File: src/rtl/fault_diag_consts.svh
// Constants for the fault lamp and diagnosis frame block
`ifndef FAULT_DIAG_CONSTS_SVH
`define FAULT_DIAG_CONSTS_SVH
`define CLK_HZ            50000000
`define BLINK_HZ          1
`define BLINK_HALF_CYCLES ((`CLK_HZ / `BLINK_HZ) / 2)
`define ADDR_MIN          8'h01
`define ADDR_MAX          8'h63
`define DIAG_STD_LEN      8'h06
`define DIAG_EXT_LEN      8'h09
`define DIAG_MAX_BYTES    241
`define DIAG_FRAME_LEN    8'h0f
`define EXT_STATUS_TYPE   8'h82
`define EXT_STATUS_ID     8'h00
`define MOD_STATUS_OK     8'h00
`define MOD_STATUS_CRC    8'h03
`define MAKER_ID_DEFAULT  16'h5a5a
`endif

File: src/rtl/fault_diag_pkg.sv
// Types for the fault lamp and diagnosis frame block
package fault_diag_pkg;
  // Lamp indication, Gray ordered dark -> blink -> steady
  typedef enum logic [1:0]
  {
    LAMP_DARK   = 2'b00,
    LAMP_BLINK  = 2'b01,
    LAMP_STEADY = 2'b11
  } lamp_mode_type;
  // Frame readout sequencer
  typedef enum logic [1:0]
  {
    RD_IDLE = 2'b00,
    RD_SEND = 2'b01,
    RD_LAST = 2'b11
  } rd_state_type;
endpackage : fault_diag_pkg

File: src/rtl/fault_diag_report.sv
// Fault lamp, latched fail-safe state and diagnosis frame readout
// Functional notes
// - Dark without error; blink 1 Hz on faults
// - Safety error forces fail-safe with substitute data
// - Fail-safe latched until power cycle only
// - Safety watchdog expiry counts as safety error
// - Window increments overrun counts as safety error
// - Address zero steady on; valid addresses 1..99
// - Defective computed safety telegram lights steady
// - Reconfigured-while-running reconnect lights steady
// - Bytes 1-3 station status; byte 4 master address
// - Bytes 5-6 maker identifier, high then low
// - Byte 7 extended length; frame ends by 241
// - Extended module status report always appended
// - Diagnosis exchange runs automatically, no user program
// - Module status 00 valid, 03 on checksum error
`timescale 1ns/1ps
`include "fault_diag_consts.svh"

module fault_diag_report
  import fault_diag_pkg::*;
#(
  parameter int          BLINK_HALF = `BLINK_HALF_CYCLES, // Cycles per lamp half period
  parameter logic [15:0] MAKER_ID   = `MAKER_ID_DEFAULT   // Arbitrary neutral value
)
(
  input  wire logic        clk_in,              // 50 MHz device clock
  input  wire logic        reset_in,            // Power-on reset, sync, active high
  input  wire logic        link_absent_in,      // No master link
  input  wire logic        addr_mismatch_in,    // Switch address differs from projected
  input  wire logic        param_crc_bad_in,    // indiv_param_checksum mismatch
  input  wire logic        safety_wd_expired_in,// safety_watchdog_time expired
  input  wire logic        safety_comm_err_in,  // Other safety communication error
  input  wire logic        window_exceed_in,    // Window increments exceeded
  input  wire logic        telegram_bad_in,     // Self-check: computed telegram defective
  input  wire logic        reconf_reconnect_in, // Reconnected after run-time reconfig
  input  wire logic [7:0]  addr_switch_in,      // Address switch value
  input  wire logic [31:0] live_data_in,        // Live position data
  input  wire logic [31:0] subst_data_in,       // Passivated substitute data
  input  wire logic [7:0]  station_stat1_in,    // Station status byte 1
  input  wire logic [7:0]  station_stat2_in,    // Station status byte 2
  input  wire logic [7:0]  station_stat3_in,    // Station status byte 3
  input  wire logic [7:0]  master_addr_in,      // Master station address
  input  wire logic [7:0]  slot_no_in,          // Slot number of module
  input  wire logic        diag_req_in,         // Pulse: start a frame readout
  output logic             red_lamp_out,        // Red lamp, high = lit
  output logic             fail_safe_out,       // Latched fail-safe state
  output logic             addr_valid_out,      // Address switch in 1..99
  output logic [31:0]      process_data_out,    // Data toward the bus
  output logic [7:0]       diag_byte_out,       // Frame byte
  output logic             diag_valid_out,      // Frame byte valid
  output logic             diag_last_out        // Last frame byte
);

  // Elaboration checks
  if (BLINK_HALF < 1)
  begin : g_bad_blink
    $error("BLINK_HALF must be at least one");
  end
  // The 26-bit half period counter cannot hold a longer half period
  if (BLINK_HALF > 67108864)
  begin : g_long_blink
    $error("BLINK_HALF exceeds the counter range");
  end
  if (`DIAG_FRAME_LEN > `DIAG_MAX_BYTES)
  begin : g_bad_len
    $error("Frame exceeds maximum length");
  end

  logic          fail_safe_q;     // Latched safety state
  logic          safety_err;      // Any safety-relevant error this cycle
  logic          steady_cond;     // Steady-on causes
  logic          blink_cond;      // Blink causes
  logic          addr_ok;         // Address in valid range
  logic [25:0]   blink_cnt_q;     // Half period counter
  logic          blink_ph_q;      // Blink phase
  lamp_mode_type lamp_mode;       // Resolved lamp mode
  rd_state_type  rd_state_q;      // Readout state
  logic [7:0]    rd_idx_q;        // Current byte index, 0 based
  logic [7:0]    frame_byte;      // Byte selected by index

  // Safety error causes
  assign safety_err = safety_wd_expired_in
                    | safety_comm_err_in
                    | window_exceed_in;

  // Address range check
  assign addr_ok = (addr_switch_in >= `ADDR_MIN) && (addr_switch_in <= `ADDR_MAX);

  // Lamp causes
  assign steady_cond = (addr_switch_in == 8'h00)
                     | telegram_bad_in
                     | reconf_reconnect_in;
  assign blink_cond  = link_absent_in | addr_mismatch_in | param_crc_bad_in
                     | fail_safe_q;

  // Priority resolution
  always_comb
  begin
    if (steady_cond)
      lamp_mode = LAMP_STEADY;
    else if (blink_cond)
      lamp_mode = LAMP_BLINK;
    else
      lamp_mode = LAMP_DARK;
  end

  // Fail-safe latch, cleared only by power-on reset
  always_ff @(posedge clk_in)
  begin
    if (reset_in)
      fail_safe_q <= 1'b0;
    else if (safety_err)
      fail_safe_q <= 1'b1;
  end

  // 1 Hz blink generator
  always_ff @(posedge clk_in)
  begin
    if (reset_in)
    begin
      blink_cnt_q <= 26'h0000000;
      blink_ph_q  <= 1'b0;
    end
    else if (blink_cnt_q == 26'(BLINK_HALF - 1))
    begin
      blink_cnt_q <= 26'h0000000;
      blink_ph_q  <= ~blink_ph_q;
    end
    else
      blink_cnt_q <= blink_cnt_q + 26'h0000001;
  end

  // Registered outputs for lamp and data
  always_ff @(posedge clk_in)
  begin
    if (reset_in)
    begin
      red_lamp_out     <= 1'b0;
      fail_safe_out    <= 1'b0;
      addr_valid_out   <= 1'b0;
      process_data_out <= 32'h00000000;
    end
    else
    begin
      red_lamp_out     <= (lamp_mode == LAMP_STEADY)
                        | ((lamp_mode == LAMP_BLINK) & blink_ph_q);
      fail_safe_out    <= fail_safe_q | safety_err;
      addr_valid_out   <= addr_ok;
      // Substitute data as soon as a safety error appears
      process_data_out <= (fail_safe_q | safety_err) ? subst_data_in : live_data_in;
    end
  end

  // Frame byte selection
  always_comb
  begin
    case (rd_idx_q)
      8'h00:   frame_byte = station_stat1_in;
      8'h01:   frame_byte = station_stat2_in;
      8'h02:   frame_byte = station_stat3_in;
      8'h03:   frame_byte = master_addr_in;
      8'h04:   frame_byte = MAKER_ID[15:8];
      8'h05:   frame_byte = MAKER_ID[7:0];
      8'h06:   frame_byte = `DIAG_EXT_LEN;
      8'h07:   frame_byte = `EXT_STATUS_TYPE;
      8'h08:   frame_byte = slot_no_in;
      8'h09:   frame_byte = `EXT_STATUS_ID;
      8'h0a:   frame_byte = param_crc_bad_in ? `MOD_STATUS_CRC : `MOD_STATUS_OK;
      default: frame_byte = 8'h00;              // Service bytes
    endcase
  end

  // Readout sequencer, one byte per cycle
  always_ff @(posedge clk_in)
  begin
    if (reset_in)
    begin
      rd_state_q     <= RD_IDLE;
      rd_idx_q       <= 8'h00;
      diag_byte_out  <= 8'h00;
      diag_valid_out <= 1'b0;
      diag_last_out  <= 1'b0;
    end
    else
    begin
      case (rd_state_q)
        RD_IDLE:
        begin
          diag_valid_out <= 1'b0;
          diag_last_out  <= 1'b0;
          rd_idx_q       <= 8'h00;
          if (diag_req_in)
            rd_state_q <= RD_SEND;
        end
        RD_SEND:
        begin
          diag_byte_out  <= frame_byte;
          diag_valid_out <= 1'b1;
          rd_idx_q       <= rd_idx_q + 8'h01;
          diag_last_out  <= (rd_idx_q == `DIAG_FRAME_LEN - 8'h01);
          if (rd_idx_q == `DIAG_FRAME_LEN - 8'h01)
            rd_state_q <= RD_LAST;
        end
        RD_LAST:
        begin
          diag_valid_out <= 1'b0;
          diag_last_out  <= 1'b0;
          rd_state_q     <= RD_IDLE;
        end
        default:
          rd_state_q <= RD_IDLE;
      endcase
    end
  end
endmodule : fault_diag_report

File: config.mk
export PLATFORM = sky130hd
export DESIGN_NAME = fault_diag_report
export DESIGN_NICKNAME = d
export VERILOG_FILES = /design/src/rtl/fault_diag_pkg.sv /design/src/rtl/fault_diag_report.sv
export VERILOG_INCLUDE_DIRS = /design/src /design/src/rtl
export SDC_FILE = /design/constraint.sdc
export NUM_CORES = 1
export LEC_CHECK = 0
export BUFFER_PORTS_ARGS = -buffer_cell sky130_fd_sc_hd__buf_2
export CAP_MARGIN = 30
export CORE_MARGIN = 2
export CORE_UTILIZATION = 51
export DETAILED_ROUTE_END_ITERATION = 7
export PLACE_DENSITY = 0.95
export SLEW_MARGIN = 20
export SYNTH_ARGS = -nofsm -noshare
export SYNTH_HDL_FRONTEND = slang
export SYNTH_SLANG_ARGS = --single-unit
export TNS_END_PERCENT = 100
File: constraint.sdc
create_clock -name clk_in -period 3.9 [get_ports clk_in]
set_input_delay 0.195 -clock clk_in [delete_from_list [all_inputs] [get_ports clk_in]]
set_output_delay 0.195 -clock clk_in [all_outputs]
set_load 0.03 [all_outputs]
# Word-level counts from Yosys, hierarchy flattened
# Index checks and enable logic that the tools add are counted.
# word_totals
ff_bits	83
in_bits	123
elab_cells	65
# op_classes
n_addsub	2
order_cmp	2
eq_ne	17
n_mux	11
n_bitwise	11
n_reduce_logical	10
# op_table
cell	count
8-bit one-hot mux with 9 select lines	1
8-bit by 3-bit == test with 1-bit output, second input constant	4
32-bit 2-to-1 mux	1
26-bit by 1-bit adder with 26-bit output, second input constant	1
26-bit by 25-bit == test with 1-bit output, second input constant	1
8-bit by 4-bit == test with 1-bit output, second input constant	3
8-bit by 2-bit == test with 1-bit output, second input constant	2
8-bit zero test	2
8-bit one-hot mux with 2 select lines	1
1-bit OR	9
8-bit by 1-bit adder with 8-bit output, second input constant	1
8-bit by 1-bit == test with 1-bit output, second input constant	1
8-bit by 1-bit >= comparator with 1-bit output, second input constant	1
8-bit by 7-bit <= comparator with 1-bit output, second input constant	1
2-bit 2-to-1 mux	4
2-bit OR reduction	3
2-bit by 1-bit == test with 1-bit output, second input constant	2
2-bit == test, second input constant	2
2-bit != test, second input constant	2
1-bit one-hot mux with 2 select lines	2
2-bit one-hot mux with 2 select lines	1
2-bit nonzero test	2
2-bit zero test	1
2-bit AND reduction	1
other kinds (4)	4

# Logic depth before layout (Yosys ltp)
# logic_depth
ltp_word	8
ltp_mapped	8
mapped_depth_nobuf	6

# Worst setup path before layout
# No wires, ideal clock.
# synth_path
path_kind	reg2reg
start	reg blink_cnt_q[0]
end	reg blink_cnt_q[24]
setup_time_ps	125
arrival_ps	1712
t_required_ps	3775
slack_ps	2063
path_stages_with_launch	7
path_buffers	1
synth_period_minus_slack_ps	1837
cell_sequence	dfxtp_1 -> ha_1 -> nand2_1 -> or4_1 -> o21bai_2 -> buf_4 -> a21oi_1
# synth_via
elab_chain_len	2
# synth_rtl
element	line_no	text
from (decl)	fault_diag_report.sv:75	logic [25:0] blink_cnt_q;
from (signal assigned)	fault_diag_report.sv:131	blink_cnt_q <= blink_cnt_q + 26'h0000001;
parallel branches: the longest is 2 deep, another holds 26-bit by 1-bit adder with 26-bit output	n/a	
# Several ways; the timed one is not identified.
# A chain may end at the register's enable or synchronous reset.

# Worst setup path after layout
# layout_path
start	reg blink_cnt_q[0]
end	reg blink_cnt_q[8]
# The elaborated chain is that of the path after synthesis.

==> impl_metrics.json <==
{
  "status": "finished, final reports clean",
  "crit_chain": "ha_1 -> nand2_1 -> or4_1 -> o21bai_2 -> buf_8 -> nor2_1",
  "cp.arrival_ps": 2370,
  "dp_hpwl_um": 8100,
  "final_hold_viol_count": 0,
  "grtUsageMet3": 0.0721,
  "final_cell_area_um2": 4870,
  "port_buffers": 167,
  "cap_violations": 0,
  "power.density_nw_per_um2": 373,
  "synth_edf_count": 0,
  "tns_ps": 0,
  "synth_cell_types": 48,
  "max_stage_delay_ps": 550,
  "grt_pass1_wl_um": 17900,
  "drt_iter0_drc": 257,
  "relSlewSlack": 0.384,
  "skew_ps": 12.2,
  "vias": 4132,
  "wl_per_cell_um": 15.2,
  "io-pin-count": 168,
  "rsz0062_at_grt": "no",
  "ant_nets": 0,
  "post-route-period-util": 0.545,
  "postCtsSetupBuffers": 0,
  "path_class": "register to register",
  "grt_busiest_layer": "met2",
  "drc": 0,
  "dieHeight_um": 90.1,
  "grt_pass1_vias": 3929,
  "worstPathMaxFanout": 20,
  "num_antenna_cells": 0,
  "start_util": 0.524,
  "end_kind": "register",
  "cp_num_buf_inv": 1,
  "viasPerCell": 5.68,
  "crit_family": "simple AND/OR/NAND/NOR gates",
  "htree_levels": 3,
  "cts_buffer_depth": 2,
  "fp-row-count": 31,
  "syn_nets": 604,
  "netlist_instances": 473,
  "async_flop_share": 0,
  "synthFlopType": "dfxtp_1",
  "grt_overflow": 0,
  "grt_use_met2": 0.462,
  "required_ps": 4140,
  "die_w_um": 90.1,
  "core_area_um2": 7210,
  "p_leak_nw": 2.10,
  "startpoint_type": "register",
  "area_growth_syn_to_layout_pct": 28.6,
  "cts_sinks": 83,
  "fillCellCount": 569,
  "firstDrtPassIters": 5,
  "syn_avg_cell_area_um2": 8.00,
  "grt_use_total": 0.267,
  "holdWs_ps": 76.5,
  "clkTransAtPathRegs_ps": 80,
  "hold_buffers": 0,
  "routed_wl_um": 11000,
  "hp-class": "input port to register",
  "clock_latency_ps": 350,
  "slowest_stage": "or4_1",
  "place.gp.congestion": 0.911,
  "grt_max_degree": 53,
  "ctsResizeCount": 0,
  "yosysWarnings": 0,
  "fmax_mhz": 471,
  "cts_buffers": 9,
  "multi_input_area_um2": 1950,
  "maxSlewViolCount": 0,
  "design.die.area_um2": 8120,
  "layout_min_cycle_time_ps": 2130,
  "register_area_um2": 1660,
  "setup_viol": 0,
  "netlist_area_um2": 3780,
  "nets": 755,
  "place_area_um2": 4620,
  "cts_tree": "yes",
  "clockRootBuffer": "clkbuf_8",
  "yosysSeqAreaShare": 0.439,
  "post-route-util": 0.674,
  "synth_seq_cells": 83,
  "tightest_slew_ps": 924,
  "grt_antenna_before_repair": 0,
  "grt_util_met1": 0.318,
  "ir_worst_vdd_v": 0.000277,
  "drive_gt1_frac": 0.305
}
[stage by stage]
step           total power, mW  instances  worst slack, ps
2_1_floorplan             1.12        473             2060
3_3_place_gp              1.23        709             1600
3_5_place_dp              1.25        709             1460
4_1_cts                   1.82        725             1460
5_1_grt                   1.90        728             1620
6_report                  1.82        728             1770
[flip-flops by register name, indices dropped and copies added, names as in the netlist]
register          count
blink_cnt_q          26
fail_safe_out         1
rd_state_q            2
fail_safe_q           1
diag_valid_out        1
red_lamp_out          1
process_data_out     32
diag_last_out         1
addr_valid_out        1
blink_ph_q            1
rd_idx_q              8
diag_byte_out         8
[layout make-up]
type | count | share of cell area
Clock buffer | 13 | 0.0347
Clock inverter | 3 | 0.00437
Inverter | 12 | 0.00926
Multi-Input combinational cell | 347 | 0.401
Sequential cell | 83 | 0.341
Tap cell | 99 | 0.0255
Timing Repair Buffer | 171 | 0.184
[placed cells by master, fill, tap and decap left out, types with 4 or more instances in the layout]
cell type and count:
dfxtp_1 83, a21oi_1 63, or4_1 7, buf_2 167
o21ai_0 24, clkbuf_8 12, a31oi_1 4, nand2_1 86
a311oi_1 4, xnor2_1 8, a222oi_1 4, and3_1 6
inv_1 12, and4_1 5, nor3_1 8, or3_1 12
a22oi_1 10, ha_1 8, nand4_1 7, xor2_1 4
nand3_1 21, o31ai_1 8, nor2_1 28, nor4_1 5
[final timing paths]
| path | end | slack, ps | cells after the start | startpoint |
|---|---|---|---|---|
| setup / recovery | blink_cnt_q[8]$_SDFF_PP0_ | 1770 | 6 | blink_cnt_q[0]$_SDFF_PP0_ |
| hold / removal | process_data_out[6]$_SDFF_PP0_ | 80 | 3 | live_data_in[6] |
| hold reg to reg | diag_byte_out[5]$_SDFFE_PP0P_ | 460 | 2 | diag_byte_out[5]$_SDFFE_PP0P_ |
| setup reg to reg | blink_cnt_q[8]$_SDFF_PP0_ | 1770 | 6 | blink_cnt_q[0]$_SDFF_PP0_ |
[Yosys cell counts (2+ instances only)]
cell,n,share of area
a211oi_1,2,0.0040
a21oi_1,63,0.083
a222oi_1,4,0.011
a22oi_1,10,0.020
a311oi_1,4,0.0093
a31oi_1,4,0.0066
and3_1,6,0.0099
and4_1,5,0.012
buf_1,2,0.0020
buf_4,2,0.0040
clkbuf_1,25,0.025
dfxtp_1,83,0.44
ha_1,8,0.026
inv_1,12,0.012
nand2_1,86,0.085
nand2b_1,2,0.0033
nand3_1,21,0.028
nand4_1,7,0.012
nand4b_1,2,0.0046
nor2_1,28,0.028
nor3_1,8,0.011
nor4_1,6,0.0099
o21ai_0,24,0.032
o31ai_1,8,0.016
or3_1,12,0.020
or4_1,7,0.014
xnor2_1,8,0.019
xor2_1,4,0.0093
[worst reg2reg max path: stages (launching register included)]
cell	delay (ps)
dfxtp_1	400
ha_1	280
nand2_1	160
or4_1	550
o21bai_2	340
buf_8	220
nor2_1	80
[where the power goes]
part           total, mW  internal, mW  switching (mW)
combinational      0.327         0.124           0.204
clock              0.580         0.284           0.296
sequential         0.909         0.888          0.0207
total               1.82          1.30           0.520
[cells by family (layout without fill, tap and decap cells)]
family          Yosys count  in the layout  synth area share
xor+xnor                 12             12            0.0278
compound gates          128            128             0.201
fa+ha+maj                 8              8            0.0265
simple gates            197            197             0.252
mux                       2              2           0.00562
flops                    83             83             0.439
buf+inv                  43            199            0.0470
[routing by layer]
layer,wire (um),share of wire
met2,5600,0.51
met5,0,0
met3,812,0.074
met4,268,0.024
met1,4370,0.40
(Power assumes the default switching activity.)
